## src/dmst_pkg.sv

```systemverilog
// package: constants and types for the dma status block
// assumes one clock domain and a plain register port
package dmst_pkg;
	localparam int unsigned NUM_CH = 8;
	localparam int unsigned ADDR_W = 4;
	localparam int unsigned DATA_W = 16;
	localparam logic [3:0] OFS_COLLISION = 4'h0;
	localparam logic [3:0] OFS_ACTIVITY  = 4'h1;
	localparam logic [3:0] OFS_RAM_ADDR  = 4'h2;
	localparam logic [3:0] OFS_IRQ_STAT  = 4'h3;
	localparam logic [3:0] OFS_IRQ_EN    = 4'h4;
	localparam logic [3:0] OFS_IRQ_CLR   = 4'h5;
	localparam logic [3:0] OFS_COL_CLR   = 4'h6;
	localparam int unsigned RAM_COL_POS  = 0;
	localparam int unsigned PER_COL_POS  = 8;
	localparam int unsigned LAST_CH_POS  = 8;
	localparam logic [3:0] LAST_CH_RESET = 4'hF;
	localparam logic [15:0] RAM_ADDR_RESET = 16'h0000;
	// interrupt status bits
	localparam int unsigned IRQ_RAM_COL  = 0;
	localparam int unsigned IRQ_PER_COL  = 1;
	localparam int unsigned IRQ_XFER     = 2;
	localparam int unsigned IRQ_BLOCK    = 3;
	localparam int unsigned IRQ_W        = 4;

	typedef struct packed {
		logic [3:0]  addr;
		logic [15:0] wdata;
		logic        wr;
		logic        rd;
	} dmst_bus_req_type;

	typedef struct packed {
		logic        xfer;
		logic [2:0]  xfer_ch;
		logic        ram_access;
		logic [15:0] ram_addr;
		logic [7:0]  ram_col;
		logic [7:0]  per_col;
		logic [7:0]  block_done;
		logic [7:0]  pingpong_en;
	} dmst_event_type;
endpackage : dmst_pkg

```

## src/dmst_status.sv

```systemverilog
// file: top of dma status block with register port and interrupt
// assumes engine events are one-cycle pulses synchronous to clk
//
// The register offsets and the strobed register port were chosen for this implementation.
`timescale 1ns/1ps
module dmst_status (
	// clock and reset
	input  wire logic                     clk,
	input  wire logic                     reset,
	// register port
	input  wire dmst_pkg::dmst_bus_req_type bus_req,
	output logic [15:0]                   rdata,
	// engine events
	input  wire dmst_pkg::dmst_event_type ev,
	// interrupt
	output logic                          irq
);
	localparam int unsigned NCH = dmst_pkg::NUM_CH;

	logic [NCH-1:0]  ram_col;
	logic [NCH-1:0]  per_col;
	logic [3:0]      last_ch;
	logic [NCH-1:0]  pp_status;
	logic [15:0]     ram_addr_q;
	logic [15:0]     ram_addr_d;
	logic [15:0]     rdata_q;
	logic [15:0]     rdata_d;
	logic [dmst_pkg::IRQ_W-1:0] irq_en_q;
	logic [dmst_pkg::IRQ_W-1:0] irq_en_d;
	logic [dmst_pkg::IRQ_W-1:0] irq_stat;
	logic [dmst_pkg::IRQ_W-1:0] irq_set;
	logic [dmst_pkg::IRQ_W-1:0] irq_clr;

	// decode
	wire wr_col_clr = bus_req.wr && bus_req.addr == dmst_pkg::OFS_COL_CLR;
	wire wr_irq_en  = bus_req.wr && bus_req.addr == dmst_pkg::OFS_IRQ_EN;
	wire wr_irq_clr = bus_req.wr && bus_req.addr == dmst_pkg::OFS_IRQ_CLR;
	// collision register also clears on write-one
	wire wr_col     = bus_req.wr &&
		(bus_req.addr == dmst_pkg::OFS_COLLISION || wr_col_clr);

	wire [NCH-1:0] ram_col_clr = wr_col ?
		bus_req.wdata[dmst_pkg::RAM_COL_POS +: NCH] : '0;
	wire [NCH-1:0] per_col_clr = wr_col ?
		bus_req.wdata[dmst_pkg::PER_COL_POS +: NCH] : '0;

	dmst_sticky #(.W(NCH)) u_ram_col (
		.clk   (clk),
		.reset (reset),
		.set   (ev.ram_col),
		.clr   (ram_col_clr),
		.flags (ram_col)
	);

	dmst_sticky #(.W(NCH)) u_per_col (
		.clk   (clk),
		.reset (reset),
		.set   (ev.per_col),
		.clr   (per_col_clr),
		.flags (per_col)
	);

	dmst_tracker #(.NUM_CH(NCH)) u_track (
		.clk                           (clk),
		.reset                         (reset),
		.xfer                          (ev.xfer),
		.xfer_ch                       (ev.xfer_ch),
		.block_done                    (ev.block_done),
		.pingpong_en                   (ev.pingpong_en),
		.last_active_channel           (last_ch),
		.pingpong_buffer_select_status (pp_status)
	);

	assign ram_addr_d = ev.ram_access ? ev.ram_addr : ram_addr_q;

	// interrupt events
	assign irq_set[dmst_pkg::IRQ_RAM_COL] = |ev.ram_col;
	assign irq_set[dmst_pkg::IRQ_PER_COL] = |ev.per_col;
	assign irq_set[dmst_pkg::IRQ_XFER]    = ev.xfer;
	assign irq_set[dmst_pkg::IRQ_BLOCK]   = |ev.block_done;
	assign irq_clr = wr_irq_clr ?
		bus_req.wdata[dmst_pkg::IRQ_W-1:0] : '0;
	assign irq_en_d = wr_irq_en ?
		bus_req.wdata[dmst_pkg::IRQ_W-1:0] : irq_en_q;

	dmst_sticky #(.W(dmst_pkg::IRQ_W)) u_irq (
		.clk   (clk),
		.reset (reset),
		.set   (irq_set),
		.clr   (irq_clr),
		.flags (irq_stat)
	);

	assign irq = |(irq_stat & irq_en_q);

	// read mux; unused upper bits zero
	always_comb begin
		rdata_d = '0;
		if (bus_req.rd) begin
			unique case (bus_req.addr)
				dmst_pkg::OFS_COLLISION: begin
					rdata_d = {per_col, ram_col};
				end
				dmst_pkg::OFS_ACTIVITY: begin
					rdata_d = {4'h0, last_ch, pp_status};
				end
				dmst_pkg::OFS_RAM_ADDR: begin
					rdata_d = ram_addr_q;
				end
				dmst_pkg::OFS_IRQ_STAT: begin
					rdata_d = {12'h000, irq_stat};
				end
				dmst_pkg::OFS_IRQ_EN: begin
					rdata_d = {12'h000, irq_en_q};
				end
				default: begin
					rdata_d = '0;
				end
			endcase
		end
	end

	always_ff @(posedge clk) begin
		if (reset) begin
			ram_addr_q <= dmst_pkg::RAM_ADDR_RESET;
			irq_en_q   <= '0;
			rdata_q    <= '0;
		end else begin
			ram_addr_q <= ram_addr_d;
			irq_en_q   <= irq_en_d;
			rdata_q    <= rdata_d;
		end
	end

	assign rdata = rdata_q;
endmodule : dmst_status

```

## src/dmst_sticky.sv

```systemverilog
// file: bank of sticky flags, set by hardware, cleared by mask
// assumes clear and set arrive synchronous to clk
`timescale 1ns/1ps
module dmst_sticky #(
	parameter int unsigned W = 8
) (
	// clock and reset
	input  wire logic         clk,
	input  wire logic         reset,
	// set and clear
	input  wire logic [W-1:0] set,
	input  wire logic [W-1:0] clr,
	// state
	output logic      [W-1:0] flags
);
	logic [W-1:0] flags_q;
	logic [W-1:0] flags_d;

	genvar i;
	generate
		for (i = 0; i < W; i++) begin : g_bit
			assign flags_d[i] = set[i] | (flags_q[i] & ~clr[i]);
		end
	endgenerate

	always_ff @(posedge clk) begin
		if (reset) begin
			flags_q <= '0;
		end else begin
			flags_q <= flags_d;
		end
	end

	assign flags = flags_q;
endmodule : dmst_sticky

```

## src/dmst_tracker.sv

```systemverilog
// file: last active channel and ping-pong selection tracking
// assumes event strobes are one-cycle pulses from the engine
`timescale 1ns/1ps
module dmst_tracker #(
	parameter int unsigned NUM_CH = 8
) (
	// clock and reset
	input  wire logic              clk,
	input  wire logic              reset,
	// engine events
	input  wire logic              xfer,
	input  wire logic [2:0]        xfer_ch,
	input  wire logic [NUM_CH-1:0] block_done,
	input  wire logic [NUM_CH-1:0] pingpong_en,
	// state
	output logic      [3:0]        last_active_channel,
	output logic      [NUM_CH-1:0] pingpong_buffer_select_status
);
	logic [3:0]        last_q;
	logic [3:0]        last_d;
	logic [NUM_CH-1:0] pp_q;
	logic [NUM_CH-1:0] pp_d;

	assign last_d = xfer ? {1'b0, xfer_ch} : last_q;

	genvar i;
	generate
		for (i = 0; i < NUM_CH; i++) begin : g_pp
			assign pp_d[i] = pp_q[i] ^ (block_done[i] & pingpong_en[i]);
		end
	endgenerate

	always_ff @(posedge clk) begin
		if (reset) begin
			last_q <= dmst_pkg::LAST_CH_RESET;
			pp_q   <= '0;
		end else begin
			last_q <= last_d;
			pp_q   <= pp_d;
		end
	end

	assign last_active_channel           = last_q;
	assign pingpong_buffer_select_status = pp_q;
endmodule : dmst_tracker

```

## config.mk

```make
export PLATFORM = sky130hd
export DESIGN_NAME = dmst_status
export DESIGN_NICKNAME = d
export VERILOG_FILES = /design/src/dmst_pkg.sv /design/src/dmst_status.sv /design/src/dmst_sticky.sv /design/src/dmst_tracker.sv
export SDC_FILE = /design/constraint.sdc
export NUM_CORES = 1
export LEC_CHECK = 0
export BUFFER_PORTS_ARGS = -buffer_cell sky130_fd_sc_hd__buf_2
export CORE_MARGIN = 1.5
export CORE_UTILIZATION = 40
export DETAILED_ROUTE_END_ITERATION = 12
export PLACE_DENSITY = 0.72
export SLEW_MARGIN = 20
export SYNTH_ARGS = -nofsm -noshare
export SYNTH_HDL_FRONTEND = slang
export SYNTH_SLANG_ARGS = --single-unit
```

## constraint.sdc

```tcl
create_clock -name clk -period 1 [get_ports clk]
set_clock_uncertainty 0.1 [all_clocks]
set_input_delay 0 -clock clk [delete_from_list [all_inputs] [get_ports clk]]
set_output_delay 0 -clock clk [all_outputs]
set_load 0.01 [all_outputs]
```

==> results of run 1 <==
==> flip-flops by register name, summed over array words and instances, names as in the netlist <==
name / flops
u_track.last_active_channel: 4
u_per_col.flags: 8
u_track.pingpong_buffer_select_status: 8
u_irq.flags: 4
u_ram_col.flags: 8
irq_en_q: 4
ram_addr_q: 16
rdata: 16
==> worst paths after layout <==
path	from	end	slack, ns	depth (start not counted)
max	u_irq.flags[1]$_SDFF_PP0_	irq	-0.22	4
min	reset	ram_addr_q[11]$_SDFFE_PP0P_	-0.02	3
max reg2reg	u_irq.flags[0]$_SDFF_PP0_	rdata[0]$_SDFF_PP0_	-0.05	3
min reg2reg	u_track.last_active_channel[3]$_SDFFE_PP1P_	u_track.last_active_channel[3]$_SDFFE_PP1P_	0.35	1
==> power groups by stage <==
| stage | Combinational, mW | Sequential, mW | Clock, mW |
|---|---|---|---|
| detailed placement | 0.788 | 2.99 | 0 |
| CTS | 1.03 | 2.94 | 2.05 |
| floorplan | 0.426 | 2.96 | 0 |
| finish | 1.11 | 2.95 | 2.01 |
| global route | 1.19 | 2.96 | 2.17 |
| global placement | 0.770 | 2.99 | 0 |
==> cell usage in the layout, fill, tap and decap left out, types with 2 or more instances in the layout <==
cell type | synthesis | final
clkinvlp_4 | 0 | 2
a22oi_1 | 18 | 6
inv_1 | 17 | 17
dfxtp_1 | 68 | 57
nand3_1 | 5 | 5
a31oi_1 | 3 | 3
clkbuf_8 | 0 | 11
dfxtp_2 | 0 | 11
buf_6 | 2 | 2
nand2_1 | 17 | 17
mux2i_1 | 16 | 16
buf_12 | 0 | 4
o21ai_0 | 5 | 5
xor2_1 | 8 | 8
dlygate4sd3_1 | 0 | 70
nor4b_4 | 1 | 2
nor4_2 | 1 | 3
a311oi_1 | 16 | 16
nor4_4 | 1 | 4
nor2b_1 | 3 | 3
clkinv_2 | 0 | 2
a22oi_2 | 0 | 12
mux2_2 | 16 | 8
mux2_4 | 0 | 8
a21oi_2 | 0 | 2
nor2_1 | 53 | 53
buf_4 | 6 | 29
a211o_1 | 3 | 3
buf_2 | 3 | 92
o21ai_2 | 0 | 4
a21oi_1 | 9 | 7
==> worst max-delay path: stages (launching register included) <==
cell and delay [ns]:
dfxtp_2 0.33, buf_6 0.11, a22oi_2 0.14, nand2_1 0.07
buf_2 0.14
==> timing repair <==
| action | 4_1_cts | 5_1_grt |
|---|---|---|
| buffers inserted | 2 | 1 |
| endpoints found under the hold margin | 64 | 16 |
| gates cloned | 0 | 0 |
| gates resized for setup | 23 | 23 |
| pin swaps | 10 | 10 |
| hold buffers | 70 | 1 |
| endpoints found under the setup margin | 33 | 22 |
==> final cells by class <==
| class | instances | area (um2) | area share (%) |
|---|---|---|---|
| Inverter | 18 | 67.6 | 1.44 |
| Sequential cell | 68 | 1380 | 29.3 |
| Tap cell | 96 | 120 | 2.56 |
| Multi-Input combinational cell | 192 | 1480 | 31.5 |
| Timing Repair Buffer | 197 | 1480 | 31.5 |
| Clock inverter | 4 | 25.0 | 0.533 |
| Clock buffer | 11 | 151 | 3.22 |
==> metrics by stage <==
| step | setup TNS (ns) | cells | hold WS, ns |
|---|---|---|---|
| floorplan | -1.30 | 296 | 0.00875 |
| global placement | -16.39 | 499 | 0.101 |
| detailed placement | -17.78 | 499 | 0.103 |
| CTS | -0.589 | 586 | -0.0245 |
| global route | -0.806 | 586 | -0.0174 |
| finish | -0.423 | 586 | -0.0197 |
==> cells by family (layout without fill, tap and decap cells) <==
family | after synthesis | in the layout | share of synthesized area (%)
multiplexers | 32 | 32 | 12.0
AO/OA/AOI/OAI | 59 | 59 | 14.7
AND/OR/NAND/NOR | 92 | 92 | 16.0
flip-flops | 68 | 68 | 48.0
XOR/XNOR | 9 | 9 | 3.04
buffers and inverters | 36 | 230 | 6.22
==> routing by layer <==
metal	vias up	share of wire, %
li1	1419	-
met1	1359	43
met2	110	48
met3	25	5.5
met4	0	3.1
met5	-	0
==> reports/results.ini, run 1 <==
[yosys]
netlist_area_um2=2840
yosys-top-cells-count=68 x dfxtp_1, 53 x nor2_1, 18 x a22oi_1
seq_area_frac_synth_pct=48.0
synth_edf_count=0
syn_nets=373
synth_ff_type=dfxtp_1
yosysWarningCount=0
yosysUniqueCellTypes=32
async_flop_share_pct=0
synthTopCellsByArea=dfxtp_1 48%, nor2_1 7.0%, mux2_2 6.4%, mux2i_1 5.6%, a311oi_1 4.9%
postSynthAreaPerCell_um2=9.58
synth_top_area_share_pct=48.0
yosysMostFrequentCell=dfxtp_1
ys_ff_latch=68
synth_cells=296
synth_top_area_cell=dfxtp_1

[floorplanning]
die_area_um2=7610
fp.dieH_um=87.2
core_um2=6830
pin_count=94
die_w_um=87.2
start_util_pct=41.5
row_count=30

[route]
viasPerCell=4.97
dr.pass1.iters=4
postRouteWirelength_mm=8.89
drc=0
drtIter0Drc=119
vias=2913
ant_nets=0
avgRoutedWirePerCell_um=15.2

[critical_path]
critPathArrivalTime_ns=1.12
worstPathMaxFanout=2
critPathRequiredTime_ns=0.90
start_kind=flip-flop
cp-end-kind=output pin
worstSetupPathType=flip-flop to output pin

[sta]
period_needed_ns=1.22
finalMaxSlewViolations=0
hold_viol=25
finalSetupViolations=9
fmax_ghz=0.818
worst_pin_slew_ns=0.420
post-route-period-util_pct=122
rsz0062_at_grt=true
setup_slack_ns=-0.222
max-slew-margin-rel_pct=71.8
whs_ns=-0.0197

[pwr]
pwr-share-seq_pct=48.6
p_int_mw=4.50
power_mw=6.06
clkPwrFrac_pct=33.1
power_density_nw_per_um2=1290
swShare_pct=25.7
ir_drop_uv=771
pwr-share-comb_pct=18.3
p_sw_mw=1.56
p_leak_nw=2.10

[global_route]
gr-total-overflow=0
grt_start_max_net_pins=32
met3_usage_pct=5.21
antenna_found_initial=0
grt.total_usage_pct=23.3
grt_pass1_vias=2831
grtUsageMet1_pct=28.3
grtUsageMet2_pct=38.7
grt_pass1_wl_mm=13.3
grt_busiest_layer=met2

[cells_and_area]
antenna_cells=0
final_area_um2=4700
syn2layout_area_growth_pct=65.6
fin_nets=563
nFillCells=526
drive_gt1_share_pct=40.6
fin_util_pct=68.8

[cts]
numCtsBuffers=9
cts.clk_slew.worst_paths_ns=0.07
cts_tree=yes
cts.sinks=68
worstSkewPairLatency_ns=0.34
root_buffer=clkbuf_8
cts_htree_levels=3
ctsLongestPathBuffers=2

[place]
gp_congestion=0.788
place_area_um2=3600
port_buffers=93
dp_hpwl_mm=5.47
place_worst_setup_slack_ns=-0.597

[outcome]
status=complete, but fails checks
violations=negative hold slack, negative setup slack

[worst_hold_path]
min_path_type=input pin to flip-flop

[job]
cap_viol_max_count=0

(Power assumes the default switching activity.)
==> inputs of run 2 (changes only) <==
ABC_AREA = 1   (was unset)
==> run 2 against run 1 <==
Against the previous run:
- the run still ends with negative hold slack, negative setup slack left
- non-clock buffer count shrank 20
- sequential power barely moved
- setup slack better by 0.068 ns
- fmax increased by 5.9%
- final area decreased by 6.4%
- global-route usage shrank 0.83 points
- largest cell class is now flip-flops and latches
- total power increased by 2.2%
- clock power increased by 19%
- highest routed layer unchanged
==> reports/results.ini, run 2 <==
[outcome]
status=complete, but fails checks
violations=negative hold slack, negative setup slack

[cells_and_area]
syn2layout_area_growth_pct=55.0
layout_common_cells=108 x nand2_1, 93 x buf_2, 71 x dlygate4sd3_1
drive_gt1_share_pct=26.0
layout_commonest_cell=nand2_1
antenna_cells=0
fin_nets=645

[cts]
cts.clk_slew.worst_paths_ns=0.07
ctsLongestPathBuffers=2
cts_htree_levels=3
worstSkewPairLatency_ns=0.35
cts.sinks=68
cts_tree=yes
numCtsBuffers=9
root_buffer=clkbuf_8

[floorplanning]
row_count=30
die_w_um=87.2
die_area_um2=7610
start_util_pct=41.6
core_um2=6830
fp.dieH_um=87.2
pin_count=94

[pwr]
pwr-share-seq_pct=47.7
power_mw=6.19
pwr-share-comb_pct=13.7
p_sw_mw=1.49
p_int_mw=4.70
ir_drop_uv=636
swShare_pct=24.0
p_leak_nw=2.16
clkPwrFrac_pct=38.6
power_density_nw_per_um2=1410

[yosys]
async_flop_share_pct=0
synthTopCellsByArea=dfxtp_1 48%, nand2_1 15%, nor2_1 7.8%, nand3_1 5.5%, a21oi_1 4.8%
seq_area_frac_synth_pct=48.0
synth_top_area_share_pct=48.0
syn_nets=470
postSynthAreaPerCell_um2=7.22
synth_cells=393
netlist_area_um2=2840
yosys-top-cells-count=110 x nand2_1, 68 x dfxtp_1, 59 x nor2_1
ys_ff_latch=68
synth_top_area_cell=dfxtp_1
yosysUniqueCellTypes=23
yosysWarningCount=0
synth_ff_type=dfxtp_1
synth_edf_count=0
yosysMostFrequentCell=nand2_1

[route]
postRouteWirelength_mm=8.39
vias=3094
drc=0
drtIter0Drc=170
dr.pass1.iters=5
viasPerCell=4.63
avgRoutedWirePerCell_um=12.6
ant_nets=0

[sta]
fmax_ghz=0.867
finalSetupViolations=1
post-route-period-util_pct=115
worst_pin_slew_ns=0.306
setup_slack_ns=-0.154
hold_viol=5
period_needed_ns=1.15
max-slew-margin-rel_pct=79.5
whs_ns=-0.0405
finalMaxSlewViolations=0
rsz0062_at_grt=true

[global_route]
grt.total_usage_pct=22.5
gr-total-overflow=0
grt_pass1_wl_mm=13.0
grt_start_max_net_pins=29
grt_pass1_vias=2920
antenna_found_initial=0

[worst_hold_path]
min_path_type=input pin to flip-flop
hold_path_depth=5
min_from=ev[17]
worstHoldEndpoint=u_irq.flags[1]$_SDFF_PP0_

[critical_path]
cp-end-kind=output pin
r2r_end=rdata[2]$_SDFF_PP0_
critPathRequiredTime_ns=0.90
rr_startpoint=u_irq.flags[2]$_SDFF_PP0_
start_kind=flip-flop
setup.worst_path.start=irq_en_q[2]$_SDFFE_PP0P_
worstPathMaxFanout=3
r2r_slack_ns=0.12
worstSetupPathType=flip-flop to output pin
critPathArrivalTime_ns=1.05
reg2reg_depth=5

[job]
cap_viol_max_count=0

[place]
dp_hpwl_mm=5.58
gp_congestion=0.925
place_worst_setup_slack_ns=-0.0933
port_buffers=93

==> run 2: cell count changes in the layout (fill, tap and decap cells not counted), sizes merged, moves of 14 or more <==
cell | before | now
nand2 | 17 | 114
nand3 | 5 | 33
buf | 127 | 106
a21oi | 9 | 27
a22oi | 18 | 0
inv | 18 | 36
a311oi | 16 | 0
mux2 | 16 | 0
mux2i | 16 | 0
o21ai | 9 | 23
==> run 2: logic make-up after synthesis <==
logic type                Yosys count  share of synthesized area [%]
AOI/OAI and AO/OA                  50                           8.81
xor gates and xnor gates            8                           2.47
buffers and inverters              49                           8.15
DFF                                68                           48.0
and+or+nand+nor                   218                           32.6
==> run 2: metal layers <==
metal / up-vias / part of all wire, % / GRT usage, %
li1: 1581 / - / -
met1: 1384 / 44 / 27.7
met2: 105 / 47 / 37.1
met3: 24 / 5.4 / 3.32
met4: 0 / 4.1 / 13.4
met5: - / 0 / 0
==> run 2: per-stage QoR <==
step                hold WS (ns)  area, um2  utilization [%]  cells  setup TNS [ns]
floorplan                 0.0221       2840                -    393               0
global placement           0.124       3440             50.3    580          -0.821
detailed placement         0.126       3440             50.3    580           -1.16
CTS                      -0.0274       4370             64.0    668          -0.538
global route            -0.00305       4400             64.4    668          -0.195
finish                   -0.0405       4400             64.4    668          -0.154
==> run 2: timing repair <==
item,CTS,global route
resized for setup,5,10
hold buffers,71,7
hold endpoints to repair,53,7
setup endpoints to repair,1,11
pin swaps,1,5
buffers inserted,2,0
==> run 2: power groups by stage <==
stage	Combinational (mW)	Sequential, mW	Clock [mW]
after CTS	0.832	2.95	2.41
after global placement	0.598	3.00	0
after global routing	0.946	2.97	2.51
after floorplan	0.341	2.99	0
after detailed placement	0.607	3.01	0
final	0.850	2.95	2.39
==> run 2: layout make-up <==
class                      count  area [um2]
multi-input combinational    276        1270
timing repair buffer         177        1300
tap                           96         120
clock inverter                 5        77.6
inverter                      36         135
fill                         594        2430
clock buffer                  10         128
sequential                    68        1370
==> run 2: worst max-delay path, stage by stage, from the launching register on <==
cell and delay [ns]:
dfxtp_2 0.33, nand2_2 0.07, nand4_1 0.14, buf_2 0.17
==> run 2: worst max-delay path by stage <==
stage | endpoint | slack [ns] | cells after the start
6_report | irq | -0.15 | 3
3_3_place_gp | rdata[3]$_SDFF_PP0_ | -0.09 | 8
5_1_grt | irq | -0.17 | 3
2_1_floorplan | u_ram_col.flags[0]$_SDFF_PP0_ | 0.15 | 7
4_1_cts | irq | -0.11 | 3
3_5_place_dp | rdata[3]$_SDFF_PP0_ | -0.09 | 8
==> inputs of run 3 (changes only) <==
CELL_PAD_IN_SITES_DETAIL_PLACEMENT = 1   (was unset)
CELL_PAD_IN_SITES_GLOBAL_PLACEMENT = 1   (was unset)
CORE_UTILIZATION = 31   (was 40)
PLACE_DENSITY = 0.78   (was 0.72)
==> run 3 against run 2 <==
Against the previous run:
- the run ends with design-rule violations, negative hold slack, negative setup slack left
- non-clock buffer count shrank 3
- final area rose by 0.54%
- fmax rose by 3.7%
- setup slack improved by 0.041 ns
- die area up 28%
- routed wire length increased by 25%
- sequential share of layout area is 0.17 points lower
- critical path depth is the same
- register-to-register slack lost 0.06 ns
- clock power increased by 7%
- largest cell class unchanged
==> reports/results.ini, run 3 (same netlist as run 2, synthesis figures left out) <==
[sta]
finalSetupViolations=1
hold_viol=2
tns_ns=-0.113
rsz0062_at_grt=true
fmax_ghz=0.899
finalMaxSlewViolations=0
setup_slack_ns=-0.113
whs_ns=-0.0370
max-slew-margin-rel_pct=78.1
post-route-period-util_pct=111
worst_pin_slew_ns=0.329
period_needed_ns=1.11

[critical_path]
critPathMaxStageDelay_ns=0.34
worstPathMaxFanout=3
r2r_end=rdata[3]$_SDFF_PP0_
r2r_slack_ns=0.06
start_kind=flip-flop
critPathArrivalTime_ns=1.01
worstSetupPathType=flip-flop to output pin
cp_slowest_cell=dfxtp_2
rr_startpoint=u_irq.flags[3]$_SDFF_PP0_
critPathRequiredTime_ns=0.90
path_buf_inv=1
reg2reg_depth=5
crit_path_cell_trace=nand2_2 > nand4_1 > buf_2
cp_top_family=flip-flops
cp-end-kind=output pin

[place]
dp_hpwl_mm=6.74
port_buffers=93
gp_congestion=0.839
place_area_um2=3440

[pwr]
ir_drop_uv=760
p_sw_mw=1.66
power_density_nw_per_um2=1450
clkPwrFrac_pct=39.9
p_int_mw=4.73
pwr-share-seq_pct=46.4
pwr-share-comb_pct=13.8
p_leak_nw=2.15
swShare_pct=26.0

[cts]
ctsLongestPathBuffers=2
cts.clk_slew.worst_paths_ns=0.08
worstSkewPairLatency_ns=0.35
numCtsBuffers=9
cts_tree=yes
cts_htree_levels=3
cts.sinks=68
root_buffer=clkbuf_8

[floorplanning]
row_count=34
pin_count=94
fp.dieH_um=98.7
start_util_pct=32.2
die_area_um2=9740
die_w_um=98.7
core_um2=8810

[job]
cap_viol_max_count=0

[route]
dr.pass1.iters=8
postRouteWirelength_mm=10.5
ant_nets=0
vias=3160
drc=7
avgRoutedWirePerCell_um=15.4
drtIter0Drc=113
viasPerCell=4.66

[cells_and_area]
syn2layout_area_growth_pct=55.8
layout_common_cells=107 x nand2_1, 91 x buf_2, 69 x dlygate4sd3_1
fin_nets=642
layout.area.seq_um2=1370
final_area_um2=4420
nFillCells=1114
drive_gt1_share_pct=27.5
layout_commonest_cell=nand2_1
multi_input_area_um2=1280
antenna_cells=0

[global_route]
gr-total-overflow=0
antenna_found_initial=0
grt_pass1_vias=3440
grt_pass1_wl_mm=16.8
grt_start_max_net_pins=29
grt.total_usage_pct=22.2

[outcome]
violations=design-rule violations, negative hold slack, negative setup slack
status=complete, but fails checks

[worst_hold_path]
min_path_type=input pin to flip-flop
worstHoldEndpoint=u_irq.flags[1]$_SDFF_PP0_
min_from=ev[19]
hold_path_depth=5

-- run 3: final cells by class --
| cell class | count | area share, % |
|---|---|---|
| Inverter | 36 | 3.06 |
| Tap cell | 108 | 3.06 |
| Clock buffer | 9 | 2.80 |
| Multi-Input combinational cell | 276 | 29.0 |
| Timing Repair Buffer | 174 | 28.9 |
| Clock inverter | 7 | 2.21 |
| Sequential cell | 68 | 31.0 |
-- run 3: worst max path at each step --
stage | slack [ns] | cells past startpoint | to | from
2_1_floorplan | 0.15 | 7 | u_ram_col.flags[0]$_SDFF_PP0_ | bus_req[21]
3_3_place_gp | -0.10 | 8 | rdata[1]$_SDFF_PP0_ | bus_req[21]
3_5_place_dp | -0.10 | 8 | rdata[2]$_SDFF_PP0_ | bus_req[21]
4_1_cts | -0.13 | 3 | irq | u_irq.flags[3]$_SDFF_PP0_
5_1_grt | -0.17 | 3 | irq | u_irq.flags[2]$_SDFF_PP0_
6_report | -0.11 | 3 | irq | u_irq.flags[2]$_SDFF_PP0_
-- run 3: tightest hold or removal path: stages --
cell,delay (ns)
buf_2,0.08
inv_1,0.05
nand3_2,0.08
nor3_2,0.05
a21oi_1,0.11
-- run 3: per-stage QoR --
step	std cells	setup slack, ns	hold slack, ns	power [mW]	utilization [%]
2_1_floorplan	393	0.152	0.0221	3.33	-
3_3_place_gp	590	-0.103	0.115	3.61	39.0
3_5_place_dp	590	-0.101	0.124	3.64	39.0
4_1_cts	679	-0.134	-0.0101	6.38	49.8
5_1_grt	678	-0.166	-0.0172	6.68	50.2
6_report	678	-0.113	-0.0370	6.39	50.2
-- run 3: what timing repair did --
action / 4_1_cts / 5_1_grt
endpoints found under the setup margin: 1 / 8
pin swaps: 1 / 8
gates resized for setup: 5 / 17
hold buffers: 70 / 3
hold endpoints to repair: 60 / 4
setup buffers: 3 / 2
-- run 3: power by group through the flow --
stage | clock (mW) | sequential, mW | combinational [mW]
floorplan | 0 | 2.99 | 0.341
global route | 2.72 | 2.98 | 0.971
finish | 2.55 | 2.97 | 0.879
CTS | 2.58 | 2.96 | 0.848
global placement | 0 | 3.01 | 0.595
detailed placement | 0 | 3.02 | 0.623
-- run 3: routing by layer --
metal,vias to the layer above,wire length (um),global-route usage [%]
met3,16,364,5.18
met2,71,5380,40.0
met5,-,0,0
met1,1493,4520,25.9
met4,0,211,7.47
li1,1580,-,-
